$ cat src/plc_mode_pkg.sv
package plc_mode_pkg;
// Operation
// - Breakpoint reached in run enters hold
// - At most three breakpoints defined
// - Single step refused above two breakpoints
// - Hold blinks run, stop indicator steady
// - Hold halts execution and freezes timers
// - Real-time clock keeps counting in hold
// - Hold asserts output lock
// - 100 ms watchdog forces defined stop
// - Cycle limit, minimum 1 ms, forces stop
// - Run to stop asserts output lock
// - Locked analog outputs go safe or substitute
// - Start-up sequence then release lock, cycle
// - Scan order: read, cyclic, write
// - Memory reset erases user memory only
// - Three second hold arms memory reset
// - Quick stop-reset-stop gesture starts reset
// - Steady stop indicator when reset done
// - Card reload lights card indicator, then mode
// - Factory reset restores bus address 2
// - Power-on stop checks differing card firmware
// - Stop and run indicator patterns
// - Start-up run blink lasts three seconds
  localparam int CLK_NS     = 25;
  localparam int MS_NS      = 1_000_000;
  localparam int MS_CYCLES  = MS_NS / CLK_NS;
  localparam int S_TO_MS    = 1000;
  localparam int WD_MS      = 100;
  localparam int CYC_MIN_MS = 1;
  localparam int MEMORY_RESET_POSITION_S     = 3;
  localparam int SU_BLINK_S = 3;
  localparam int MEMORY_RESET_POSITION_MS    = MEMORY_RESET_POSITION_S * S_TO_MS;
  localparam int SU_MS      = SU_BLINK_S * S_TO_MS;
  localparam int DEB_MS     = 10;
  localparam int BLINK_MS   = 250;
  localparam int BP_MAX     = 3;
  localparam int BP_STEP_MAX = 2;
  localparam logic [6:0]  MPI_DEF = 7'h02;
  localparam logic [15:0] CYC_DEF = 16'h0096;
  localparam logic [7:0] A_CTRL = 8'h00;
  localparam logic [7:0] A_STAT = 8'h04;
  localparam logic [7:0] A_BP   = 8'h08;
  localparam logic [7:0] A_CYC  = 8'h0C;
  localparam logic [7:0] A_MPI  = 8'h10;
  localparam logic [7:0] A_ACFG = 8'h14;
  localparam logic [7:0] A_ASUB = 8'h18;
  localparam logic [7:0] A_RTC  = 8'h1C;
  localparam int CB_STEP   = 0;
  localparam int CB_RESUME = 1;
  localparam int CB_KICK   = 2;
  localparam int CB_FACT   = 3;
  localparam int CB_UPD    = 4;
  localparam int CB_FCLR   = 5;
  localparam int AC_SUB    = 2;
  localparam logic [1:0] RNG_V    = 2'h0;
  localparam logic [1:0] RNG_0_20 = 2'h1;
  localparam logic [1:0] RNG_4_20 = 2'h2;
  typedef enum logic [3:0] {S_INIT, S_STOP, S_START, S_RUN, S_HOLD, S_MEMORY_RESET_POSITION, S_RELOAD, S_FACT, S_FWWAIT} state_t;
  typedef enum logic [3:0] {C_NONE, C_CLR_IN, C_STARTUP, C_CLR_OUT, C_READ_IN, C_CYCLIC, C_WRITE_OUT, C_ERASE,
                            C_RELOAD, C_FACTORY} cmd_t;
endpackage

$ cat src/switch_filter.sv
module switch_filter
  import plc_mode_pkg::*;
#(
  parameter int W = 2,
  parameter int N = DEB_MS
)(
  // Clock and reset
  input  wire logic         clk_sys,
  input  wire logic         reset_n,
  // Timing and pins
  input  wire logic         ms_tick,
  input  wire logic [W-1:0] raw,
  // Filtered levels
  output logic      [W-1:0] clean,
  output logic              settled
);
  logic [W-1:0] done;

  assign settled = &done;

  generate
    for (genvar i = 0; i < W; i++)
    begin : g_bit
      logic       meta;
      logic       sync;
      logic       prev;
      logic [7:0] cnt;
      // Accept a level once stable for N ticks
      always_ff @(posedge clk_sys or negedge reset_n)
      begin
        if (!reset_n)
        begin
          meta     <= 1'b0;
          sync     <= 1'b0;
          prev     <= 1'b0;
          cnt      <= 8'h00;
          clean[i] <= 1'b0;
          done[i]  <= 1'b0;
        end
        else
        begin
          meta <= raw[i];
          sync <= meta;
          prev <= sync;
          if (sync != prev)
            cnt <= 8'h00;
          else if (cnt == 8'(N))
          begin
            clean[i] <= prev;
            done[i]  <= 1'b1;
          end
          else if (ms_tick)
            cnt <= cnt + 8'h01;
        end
      end
    end
  endgenerate
endmodule

$ cat src/cycle_supervisor.sv
module cycle_supervisor #(
  parameter int W = 16
)(
  // Clock and reset
  input  wire logic         clk_sys,
  input  wire logic         reset_n,
  // Control
  input  wire logic         ms_tick,
  input  wire logic         enable,
  input  wire logic         restart,
  input  wire logic [W-1:0] limit,
  // Timeout level
  output logic              expired
);
  logic [W-1:0] cnt;

  assign expired = enable && (cnt >= limit);

  always_ff @(posedge clk_sys or negedge reset_n)
  begin
    if (!reset_n)
      cnt <= '0;
    else if (!enable || restart)
      cnt <= '0;
    else if (ms_tick && !expired)
      cnt <= cnt + W'(1);
  end
endmodule

$ cat src/plc_mode_ctrl.sv
module plc_mode_ctrl
  import plc_mode_pkg::*;
#(
  parameter int          MS_CYC  = MS_CYCLES,
  parameter int          DW      = 16,
  parameter logic [15:0] AO_ZERO = 16'h0000,
  parameter logic [15:0] AO_4MA  = 16'h3333
)(
  // Clock and reset
  input  wire logic          clk_sys,
  input  wire logic          reset_n,
  // AHB-Lite slave
  input  wire logic          hsel,
  input  wire logic [31:0]   haddr,
  input  wire logic [1:0]    htrans,
  input  wire logic          hwrite,
  input  wire logic [2:0]    hsize,
  input  wire logic [31:0]   hwdata,
  input  wire logic          hready,
  output logic      [31:0]   hrdata,
  output logic               hreadyout,
  output logic               hresp,
  // Mode switch pins
  input  wire logic          sw_run_pin,
  input  wire logic          sw_memory_reset_position_pin,
  // Indicators
  output logic               run_indicator,
  output logic               stop_indicator,
  output logic               card_indicator,
  // Execution core
  output cmd_t               core_cmd,
  input  wire logic          core_done,
  input  wire logic          bp_hit,
  output logic               exec_halt,
  output logic               timer_freeze,
  output logic               step_pulse,
  output logic               wd_reset,
  // Memory card
  input  wire logic          card_project,
  input  wire logic          card_fw_present,
  input  wire logic [15:0]   card_fw_ver,
  input  wire logic [15:0]   fw_ver,
  output logic               fw_update_start,
  output logic      [6:0]    mpi_addr,
  // Process outputs
  output logic               output_lock,
  input  wire logic [DW-1:0] output_image,
  output logic      [DW-1:0] dig_out,
  input  wire logic [15:0]   ana_image,
  output logic      [15:0]   ana_out
);
  state_t      state, next_state;
  cmd_t        cmd, next_cmd;
  logic [15:0] tick_cnt;
  logic        ms_tick;
  logic [8:0]  blink_cnt;
  logic        blink;
  logic [1:0]  sw;
  logic        sw_ok, sw_run, sw_memory_reset_position, memory_reset_position_q, run_q;
  logic [11:0] memory_reset_position_ms, su_ms;
  logic        armed, armed_rdy;
  logic        wd_exp, cyc_exp, wd_fault, cyc_fault;
  logic [1:0]  bp_cnt;
  logic [15:0] cyc_lim, asub;
  logic [2:0]  acfg;
  logic [31:0] rtc_ms, rd_val;
  logic        wr_pend;
  logic [7:0]  wa;

  // Bus decode
  wire ap        = hsel && htrans[1] && hready;
  wire hi_zero   = ~|haddr[31:8];
  wire wr_ctrl   = wr_pend && wa == A_CTRL;
  wire step_req  = wr_ctrl && hwdata[CB_STEP];
  wire resume    = wr_ctrl && hwdata[CB_RESUME];
  wire wd_kick   = wr_ctrl && hwdata[CB_KICK];
  wire fact_req  = wr_ctrl && hwdata[CB_FACT];
  wire upd_req   = wr_ctrl && hwdata[CB_UPD];
  wire flt_clr   = wr_ctrl && hwdata[CB_FCLR];
  wire in_stop   = state == S_STOP;
  wire run_rise  = sw_run && !run_q;
  wire memory_reset_position_fall = memory_reset_position_q && !sw_memory_reset_position;
  wire memory_reset_position_go   = armed_rdy && memory_reset_position_fall && memory_reset_position_ms < 12'(MEMORY_RESET_POSITION_MS);
  wire fw_new    = card_fw_present && card_fw_ver != fw_ver;
  wire cyc_end   = state == S_RUN && cmd == C_WRITE_OUT && core_done;
  wire step_ok   = bp_cnt <= 2'(BP_STEP_MAX);
  wire lock_w    = state != S_RUN;
  wire su_blink  = su_ms != 12'h000;
  assign sw_run  = sw[0];
  assign sw_memory_reset_position = sw[1];

  assign hreadyout    = 1'b1;
  assign hresp        = 1'b0;
  assign core_cmd     = cmd;
  assign exec_halt    = state == S_HOLD;
  assign timer_freeze = state == S_HOLD;

  // Safe analog value while locked
  function automatic logic [15:0] safe_code(input logic [2:0] cfg, input logic [15:0] sub);
    if (cfg[AC_SUB])
      safe_code = sub;
    else if (cfg[1:0] == RNG_4_20)
      safe_code = AO_4MA;
    else
      safe_code = AO_ZERO;
  endfunction

  switch_filter #(.W(2), .N(DEB_MS)) u_filter (
    .clk_sys (clk_sys),
    .reset_n (reset_n),
    .ms_tick (ms_tick),
    .raw     ({sw_memory_reset_position_pin, sw_run_pin}),
    .clean   (sw),
    .settled (sw_ok)
  );

  cycle_supervisor #(.W(16)) u_wd (
    .clk_sys (clk_sys),
    .reset_n (reset_n),
    .ms_tick (ms_tick),
    .enable  (state == S_RUN),
    .restart (wd_kick),
    .limit   (16'(WD_MS)),
    .expired (wd_exp)
  );

  cycle_supervisor #(.W(16)) u_cyc (
    .clk_sys (clk_sys),
    .reset_n (reset_n),
    .ms_tick (ms_tick),
    .enable  (state == S_RUN),
    .restart (cyc_end),
    .limit   (cyc_lim),
    .expired (cyc_exp)
  );

  // Mode sequencing
  always_comb
  begin
    next_state = state;
    next_cmd   = cmd;
    case (state)
      S_INIT:
        if (sw_ok)
        begin
          if (sw_run)
          begin
            next_state = S_START;
            next_cmd   = C_CLR_IN;
          end
          else
            next_state = fw_new ? S_FWWAIT : S_STOP;
        end
      S_STOP:
        if (memory_reset_position_go)
        begin
          next_state = S_MEMORY_RESET_POSITION;
          next_cmd   = C_ERASE;
        end
        else if (fact_req)
        begin
          next_state = S_FACT;
          next_cmd   = C_FACTORY;
        end
        else if (run_rise)
        begin
          next_state = S_START;
          next_cmd   = C_CLR_IN;
        end
      S_START:
        if (!sw_run)
        begin
          next_state = S_STOP;
          next_cmd   = C_NONE;
        end
        else if (core_done && cmd == C_CLR_IN)
          next_cmd = C_STARTUP;
        else if (core_done)
        begin
          next_state = S_RUN;
          next_cmd   = C_CLR_OUT;
        end
      S_RUN:
        if (!sw_run || wd_exp || cyc_exp)
        begin
          next_state = S_STOP;
          next_cmd   = C_NONE;
        end
        else if (bp_hit)
          next_state = S_HOLD;
        else if (core_done)
          next_cmd = (cmd == C_READ_IN) ? C_CYCLIC : (cmd == C_CYCLIC) ? C_WRITE_OUT : C_READ_IN;
      S_HOLD:
        if (!sw_run)
        begin
          next_state = S_STOP;
          next_cmd   = C_NONE;
        end
        else if (resume)
          next_state = S_RUN;
      S_MEMORY_RESET_POSITION:
        if (core_done && card_project)
        begin
          next_state = S_RELOAD;
          next_cmd   = C_RELOAD;
        end
        else if (core_done)
        begin
          next_state = S_STOP;
          next_cmd   = C_NONE;
        end
      S_RELOAD:
        if (core_done)
        begin
          next_state = sw_run ? S_START : S_STOP;
          next_cmd   = sw_run ? C_CLR_IN : C_NONE;
        end
      S_FACT:
        if (core_done)
        begin
          next_state = S_STOP;
          next_cmd   = C_NONE;
        end
      S_FWWAIT:
        if (upd_req)
          next_state = S_STOP;
        else if (run_rise)
        begin
          next_state = S_START;
          next_cmd   = C_CLR_IN;
        end
      default:
      begin
        next_state = S_INIT;
        next_cmd   = C_NONE;
      end
    endcase
  end

  always_ff @(posedge clk_sys or negedge reset_n)
  begin
    if (!reset_n)
    begin
      state <= S_INIT;
      cmd   <= C_NONE;
    end
    else
    begin
      state <= next_state;
      cmd   <= next_cmd;
    end
  end

  // Millisecond tick, blink and real-time clock
  always_ff @(posedge clk_sys or negedge reset_n)
  begin
    if (!reset_n)
    begin
      tick_cnt  <= 16'h0000;
      ms_tick   <= 1'b0;
      blink_cnt <= 9'h000;
      blink     <= 1'b0;
      rtc_ms    <= 32'h0000_0000;
    end
    else
    begin
      ms_tick  <= tick_cnt == 16'(MS_CYC - 1);
      tick_cnt <= (tick_cnt == 16'(MS_CYC - 1)) ? 16'h0000 : tick_cnt + 16'h0001;
      if (ms_tick)
      begin
        rtc_ms    <= rtc_ms + 32'h0000_0001;
        blink_cnt <= (blink_cnt == 9'(BLINK_MS - 1)) ? 9'h000 : blink_cnt + 9'h001;
        blink     <= (blink_cnt == 9'(BLINK_MS - 1)) ? !blink : blink;
      end
    end
  end

  // Memory-reset gesture and start-up blink
  always_ff @(posedge clk_sys or negedge reset_n)
  begin
    if (!reset_n)
    begin
      memory_reset_position_q    <= 1'b0;
      run_q     <= 1'b0;
      memory_reset_position_ms   <= 12'h000;
      armed     <= 1'b0;
      armed_rdy <= 1'b0;
      su_ms     <= 12'h000;
    end
    else
    begin
      memory_reset_position_q <= sw_memory_reset_position;
      run_q  <= sw_run;
      if (!sw_memory_reset_position || !in_stop)
        memory_reset_position_ms <= 12'h000;
      else if (ms_tick && memory_reset_position_ms != 12'(MEMORY_RESET_POSITION_MS))
        memory_reset_position_ms <= memory_reset_position_ms + 12'h001;
      armed     <= in_stop && (armed || memory_reset_position_ms == 12'(MEMORY_RESET_POSITION_MS));
      armed_rdy <= in_stop && armed && (armed_rdy || !sw_memory_reset_position);
      if (next_state == S_START && state != S_START)
        su_ms <= 12'(SU_MS);
      else if (ms_tick && su_blink)
        su_ms <= su_ms - 12'h001;
    end
  end

  // Indicators, strobes and gated outputs
  always_ff @(posedge clk_sys or negedge reset_n)
  begin
    if (!reset_n)
    begin
      run_indicator   <= 1'b0;
      stop_indicator  <= 1'b0;
      card_indicator  <= 1'b0;
      output_lock     <= 1'b1;
      dig_out         <= '0;
      ana_out         <= AO_ZERO;
      step_pulse      <= 1'b0;
      wd_reset        <= 1'b0;
      fw_update_start <= 1'b0;
    end
    else
    begin
      run_indicator <= su_blink || state == S_HOLD || state == S_FWWAIT ? blink : state == S_RUN;
      case (state)
        S_STOP:   stop_indicator <= armed ? blink : 1'b1;
        S_HOLD:   stop_indicator <= 1'b1;
        S_MEMORY_RESET_POSITION, S_RELOAD, S_FACT, S_FWWAIT:
                  stop_indicator <= blink;
        default:  stop_indicator <= 1'b0;
      endcase
      card_indicator  <= state == S_RELOAD;
      output_lock     <= lock_w;
      dig_out         <= lock_w ? '0 : output_image;
      ana_out         <= lock_w ? safe_code(acfg, asub) : ana_image;
      step_pulse      <= state == S_HOLD && step_req && step_ok;
      wd_reset        <= state == S_RUN && wd_exp;
      fw_update_start <= state == S_FWWAIT && upd_req;
    end
  end

  // Register file
  always_ff @(posedge clk_sys or negedge reset_n)
  begin
    if (!reset_n)
    begin
      wr_pend   <= 1'b0;
      wa        <= 8'h00;
      hrdata    <= 32'h0000_0000;
      bp_cnt    <= 2'h0;
      cyc_lim   <= CYC_DEF;
      mpi_addr  <= MPI_DEF;
      acfg      <= 3'h0;
      asub      <= 16'h0000;
      wd_fault  <= 1'b0;
      cyc_fault <= 1'b0;
    end
    else
    begin
      wr_pend <= ap && hwrite && hi_zero;
      wa      <= haddr[7:0];
      if (ap && !hwrite)
        hrdata <= rd_val;
      if (wr_pend && wa == A_BP)
        bp_cnt <= |hwdata[31:2] ? 2'(BP_MAX) : hwdata[1:0];
      if (wr_pend && wa == A_CYC)
        cyc_lim <= hwdata[15:0] < 16'(CYC_MIN_MS) ? 16'(CYC_MIN_MS) : hwdata[15:0];
      if (in_stop && fact_req)
        mpi_addr <= MPI_DEF;
      else if (wr_pend && wa == A_MPI)
        mpi_addr <= hwdata[6:0];
      if (wr_pend && wa == A_ACFG)
        acfg <= hwdata[2:0];
      if (wr_pend && wa == A_ASUB)
        asub <= hwdata[15:0];
      wd_fault  <= (state == S_RUN && wd_exp) || (wd_fault && !flt_clr);
      cyc_fault <= (state == S_RUN && cyc_exp) || (cyc_fault && !flt_clr);
    end
  end

  always_comb
  begin
    rd_val = 32'h0000_0000;
    if (hi_zero)
      case (haddr[7:0])
        A_STAT: rd_val = {21'h0, step_ok, cyc_fault, wd_fault, armed, output_lock, sw_memory_reset_position, sw_run, state};
        A_BP:   rd_val = {30'h0, bp_cnt};
        A_CYC:  rd_val = {16'h0, cyc_lim};
        A_MPI:  rd_val = {25'h0, mpi_addr};
        A_ACFG: rd_val = {29'h0, acfg};
        A_ASUB: rd_val = {16'h0, asub};
        A_RTC:  rd_val = rtc_ms;
        default: rd_val = 32'h0000_0000;
      endcase
  end
endmodule

$ cat config.mk
export PLATFORM = sky130hd
export DESIGN_NAME = plc_mode_ctrl
export DESIGN_NICKNAME = d
export VERILOG_FILES = /design/src/plc_mode_pkg.sv /design/src/switch_filter.sv /design/src/cycle_supervisor.sv /design/src/plc_mode_ctrl.sv
export SDC_FILE = /design/constraint.sdc
export NUM_CORES = 1
export LEC_CHECK = 0
export BUFFER_PORTS_ARGS = -buffer_cell sky130_fd_sc_hd__buf_2
export CAP_MARGIN = 20
export CORE_MARGIN = 1
export CORE_UTILIZATION = 57
export CTS_CLUSTER_SIZE = 24
export DETAILED_ROUTE_END_ITERATION = 10
export GPL_TIMING_DRIVEN = 0
export HOLD_SLACK_MARGIN = 0.15
export PLACE_DENSITY = 0.79
export SYNTH_ARGS = -nofsm -noshare
export SYNTH_HDL_FRONTEND = slang
export SYNTH_SLANG_ARGS = --single-unit
export TNS_END_PERCENT = 5
$ cat constraint.sdc
create_clock -name clk_sys -period 3.61 [get_ports clk_sys]
set_clock_uncertainty 0.1 [all_clocks]
set_input_delay 0.722 -clock clk_sys [delete_from_list [all_inputs] [get_ports clk_sys]]
set_output_delay 0.722 -clock clk_sys [all_outputs]
set_load 0.05 [all_outputs]
* Word-level counts from Yosys, hierarchy flattened *
Index checks and enable logic that the tools add are counted.

word-level totals
  latch bits = 0
  memories kept = 0
  register bits after elaboration = 279
  RAM bits = 0
  output and inout port bits = 86
  memory bits (read-only) = 0
  input port bits = 144

cells by class
  bitwise logic cells = 2
  shifts and indexed selects = 0
  order comparisons = 5
  div/mod/pow operators = 0
  mux-type cells = 68
  eq/ne operators = 47
  $add $sub $neg = 9
  multipliers = 0
  reductions and logical operators = 86

operators with widths
  cell                   number
  $pmux 32 s7            1
  $mux 16                9
  $mux 4                 33
  $pmux 4 s9             2
  $eq 8x5->1 const B     7
  $add 16x1->16 const B  3
  $eq 8x4->1 const B     6
  $mux 12                4
  $mux 8                 6
  $logic_and 1x1->1      44
  $add 32x1->32 const B  1
  $mux 32                1
  $reduce_or 30->1       1
  $eq 4x3->1 const B     7
  $reduce_or 24->1       1
  $add 8x1->8 const B    2
  $eq 16x16->1 const B   1
  $ge 16x16->1           1
  $ge 16x7->1 const B    1
  $lt 16x1->1 const B    1
  $ne 16x16->1           1
  $mux 14                1
  $mux 7                 2
  $reduce_bool 2->1      7
  32 further kinds       74

* Logic depth before layout (Yosys ltp) *
  word-level depth = 9
  mapped depth = 10

* Modules after synthesis *
A second synthesis with hierarchy kept.

second synthesis, totals
  cell total of the unflattened synthesis = 1,357
  area, all modules = 14,029.7 um2

modules (own cells, without submodules)
  module            instances  area each (um2)  seq. area each (um2)  cells each
  plc_mode_ctrl     1          10,206.0         5,537.8               942
  cycle_supervisor  2          1,298.7          400.4                 150
  switch_filter     1          1,226.2          650.6                 115

* Least setup slack after synthesis *
Ideal clock, no wire load.

  kind = register -> register
  start = register u_cyc.cnt[13]
  end = register su_ms[8]
  setup time = 0.080 ns
  arrival time = 2.669 ns
  cell stages (with the launch flop) = 9
  setup slack = 0.761 ns
  data required time = 3.430 ns
  path buffers = 0
  path through = dfrtp_1 ha_1 nand4_2 or3_1 or4_4 nand4_4 o21ai_2 or4_4 o211ai_2

between the ends
  longest elaborated chain between the ends = 8
  elaborated cells between the ends (all ways) = 9

RTL lines
  element                                              RTL line                RTL
  start, declared                                      cycle_supervisor.sv:15  logic [W-1:0] cnt;
  start signal, assigned                               cycle_supervisor.sv:26  cnt <= cnt + W'(1);
  $ge 16x16->1 *                                       cycle_supervisor.sv:17  assign expired = enable && (cnt >= limit);
  $logic_and 1x1->1 *                                  cycle_supervisor.sv:17
  $logic_or 1x1->1 *                                   plc_mode_ctrl.sv:184    if (!sw_run || wd_exp || cyc_exp)
  $mux 4 *                                             plc_mode_ctrl.sv:184
  $pmux 4 s9 *                                         plc_mode_ctrl.sv:142    case (state)
  via next_state[2]                                    plc_mode_ctrl.sv:52     state_t state, next_state;
  $eq 4x2->1 *                                         plc_mode_ctrl.sv:300    if (next_state == S_START && state != S_START)
  $logic_and 1x1->1 *                                  plc_mode_ctrl.sv:300
  $mux 12 / $reduce_bool 2->1 (equally long branches)  --
  end signal, assigned                                 plc_mode_ctrl.sv:301    su_ms <= 12'(SU_MS);
  end signal, assigned                                 plc_mode_ctrl.sv:303    su_ms <= su_ms - 12'h001;
  end, declared                                        plc_mode_ctrl.sv:60     logic [11:0] memory_reset_position_ms, su_ms;

Mark *: on every way through the listed nets, which the timed path passes. The rest lies on a longest branch.
A chain may end at the register's enable or synchronous reset.

* Worst setup path after layout *
  start = register cyc_lim[13]
  end = register su_ms[1]

between the ends
  longest elaborated chain between the ends = 8
  elaborated cells between the ends (all ways) = 9

RTL lines
  element                                              RTL line                RTL
  start, declared                                      plc_mode_ctrl.sv:64     logic [15:0] cyc_lim, asub;
  start signal, assigned                               plc_mode_ctrl.sv:367    cyc_lim <= hwdata[15:0] < 16'(CYC_MIN_MS) ? 16'(CYC_MIN_MS) : hwdata[15:0];
  $ge 16x16->1 *                                       cycle_supervisor.sv:17
  $logic_and 1x1->1 *                                  cycle_supervisor.sv:17
  $logic_or 1x1->1 *                                   plc_mode_ctrl.sv:184
  $mux 4 *                                             plc_mode_ctrl.sv:184
  $pmux 4 s9 *                                         plc_mode_ctrl.sv:142
  via next_state[2]                                    plc_mode_ctrl.sv:52
  $eq 4x2->1 *                                         plc_mode_ctrl.sv:300
  $logic_and 1x1->1 *                                  plc_mode_ctrl.sv:300
  $mux 12 / $reduce_bool 2->1 (equally long branches)  --

Marks and branches as above.

==> metrics <==
status=completed; yosys warns=0; RSZ-0062 raised after global routing=no; required time of the critical path=between 3 and 4 ns; Clk pwr share=0.442; Synth Net Count=between 1000 and 1500; synthesized flop and latch total=about 280; Primary FF master, synth=dfrtp_1; CTS buffer count=27; PortBufs=about 220; WP buf/inv=1; DR WL/cell=17.09 µm; Synth area leaders=dfrtp_1, xnor2_1, nand2_1; Syn Area/Cell=between 10 and 15 µm²; crit-path max FO=6; startpoint types=flip-flop; Final nets=around 1800; antenna violations before repair=1; slew margin rel.=0.2153; final worst path period need=between 3 and 4 ns; GRT met3 Usage=0.03287; die height=154.9 µm; final setup fails=0; grt met2 use=0.4719; area leader, netlist=dfrtp_1; Routed WL=roughly 33 mm; clk slew on worst S/H paths=approximately 0.06 ns; slew at the pin closest to its max-slew limit=roughly 1.2 ns; number of fill cells=1769; Top-Level Pins=230; GR peak layer=met2; first-pass GRT wire length=53.30 mm; total global-route track usage=0.2777; Synth-to-Final Area Change=18.58%; library cells used by synthesis=74; area of the core=0.02278 mm²; Die Width=~150 µm; max incr delay on CP=around 0.62 ns; Max Fclk=0.3026 GHz; final worst-path cycle share=0.9156; M1 GR Usage=0.3698; gpl congestion=around 0.90; sequential area share after synthesis=0.5242; critical-path cell list=inv_1, ha_1, nand4_2, or3_1, or4_4, nand4_4, o21ai_2, nor4_2, a221oi_1; vias in the first global route=around 11000; CTS tree=built; CTS root buffer=clkbuf_16; CP endpoint kind=flip-flop; Final HPWL DP=~24 mm; worst skew pair latency=0.54 ns; CTS max path bufs=3; # Max-Cap Violations=0; die area=between 0.02 and 0.025 mm²; First-pass DRT Iterations=7; worst min-delay path category=primary input to flip-flop; Power Dens Cells=slightly above 400 mW/mm²; Async SR Flop Fraction=1.000; CP Data Arrival Time=between 3 and 4 ns; Residual DRC=0; Post-Route Setup TNS=0 ns; Rows=55; top-count cell post-synth=dfrtp_1; Core Util, Final=0.6941; Post-synth EDFFs=0; Comb power frac=0.057; Cells after Synth=1325; Crit Path Category=flip-flop to flip-flop; share of the synthesized area in the top cell type=0.5124; via/cell ratio=~5.8; pin count of the biggest net entering global routing=125; via total after detailed routing=between 10000 and 15000; Final Hold Fails=0; clock sinks=around 280; Congestion Overflow GR=0; Post-synth top cells=dfrtp_1, nand2_1, nor2_1; Pins Over Slew Limit=0; Synth Cell Area=about 0.013 mm²; Switching Share=0.2278; Lkg Pwr=~7.4 nW; Initial Util=0.5853; Iter 0 DRT Violations=891; H-tree depth=1; Switch Pwr=~1.5 mW; crit-path leading delay family=simple AND/OR/NAND/NOR gates; remaining antenna violation count=0; Crit-path slowest cell=nor4_2; Max VDD drop=slightly above 0.3 mV; internal power=~4.9 mW; Reg power frac=0.500; fraction of layout cells with a size suffix above 1=0.2045
## cells by family (layout without fill, tap and decap cells)
logic type      count (synthesis)  count (layout)  synth area share
compound gates                209             209            0.1016
simple gates                  552             552            0.2076
flops                         279             279            0.5242
other cells                     2               4         0.0005633
fa+ha+maj                      30              30           0.02815
xor+xnor                      116             116           0.07620
buf+inv                        96             370           0.02834
mux                            41              41           0.03331
## cells in the final DEF, fill, tap and decap left out, types with 40 or more instances in the layout
cell      netlist  layout
xnor2_1        76      76
buf_2           2     224
a21oi_1        49      49
nand2_1       147     147
inv_1          45      45
nand3_1        49      49
dfrtp_1       273     273
clkbuf_1       41      44
nor2_1        136     136
o21ai_0        64      64
xor2_1         40      40
## per-layer routing
metal / wire, µm / share of wire / up-vias
met2: 16000 / 0.49 / 462
met3: 2276 / 0.070 / 70
met4: 930 / 0.028 / 0
li1: - / - / 5149
met1: 13500 / 0.41 / 5328
met5: 0 / 0 / -
## per-stage QoR
stage / hold WS [ns] / setup slack [ns] / instances / total power, mW / instance area [µm²]
6_report: 0.1996 / 0.3048 / 1914 / 6.387 / 15810
5_1_grt: 0.1986 / 0.1575 / 1913 / 6.584 / 15810
4_1_cts: 0.1862 / 0.1624 / 1912 / 6.424 / 15800
3_5_place_dp: 0.2358 / 0.2093 / 1863 / 3.619 / 14910
3_3_place_gp: 0.2328 / -3.224 / 1861 / 3.604 / 14840
2_1_floorplan: 0.2312 / 0.7612 / 1325 / 3.409 / 13330
## cell type report
class	count	area, µm²	share of cell area
antenna	2	5.005	0.0003166
buffer	50	205.2	0.01298
clock buffer	36	769.5	0.04867
clock inverter	12	115.1	0.007281
inverter	46	172.7	0.01092
multi-input combinational	950	5971	0.3777
sequential	279	6989	0.4421
tap	313	391.6	0.02477
timing repair buffer	226	1191	0.07534
## worst paths after layout
path	start	depth (start not counted)	end	slack [ns]
min in group asynchronous	reset_n	2	hrdata[21]	0.65
min reg2reg	u_filter.g_bit[0].meta	0	u_filter.g_bit[0].sync	0.25
min	sw_memory_reset_position_pin	1	u_filter.g_bit[1].meta	0.20
max	cyc_lim[13]	9	su_ms[1]	0.30
max in group asynchronous	reset_n	4	su_ms[0]	1.41
max reg2reg	cyc_lim[13]	9	su_ms[1]	0.30
## what timing repair did
action,4_1_cts,5_1_grt
endpoints found under the setup margin,0,1
endpoints found under the hold margin,79,0
buffers inserted,0,0
gates resized for setup,0,1
hold buffers,1,0
## sequential cells by signal, summed over array words and instances (netlist names), 3 cells and up
| name | count |
|---|---|
| acfg | 3 |
| ana_out | 16 |
| asub | 16 |
| blink_cnt | 9 |
| core_cmd | 4 |
| cyc_lim | 16 |
| dig_out | 16 |
| hrdata | 32 |
| memory_reset_position_ms | 12 |
| mpi_addr | 7 |
| rtc_ms | 32 |
| state | 4 |
| su_ms | 12 |
| tick_cnt | 16 |
| u_cyc.cnt | 16 |
| u_filter.g_bit.cnt | 16 |
| u_wd.cnt | 16 |
| wa | 8 |
## power by group through the flow
stage | Combinational [mW] | Sequential [mW] | Clock (mW)
after CTS | 0.369 | 3.20 | 2.86
after global placement | 0.352 | 3.25 | 0
final | 0.366 | 3.20 | 2.83
after floorplan | 0.110 | 3.30 | 0
after global routing | 0.406 | 3.20 | 2.98
after detailed placement | 0.366 | 3.25 | 0
(Power assumes the default switching activity.)
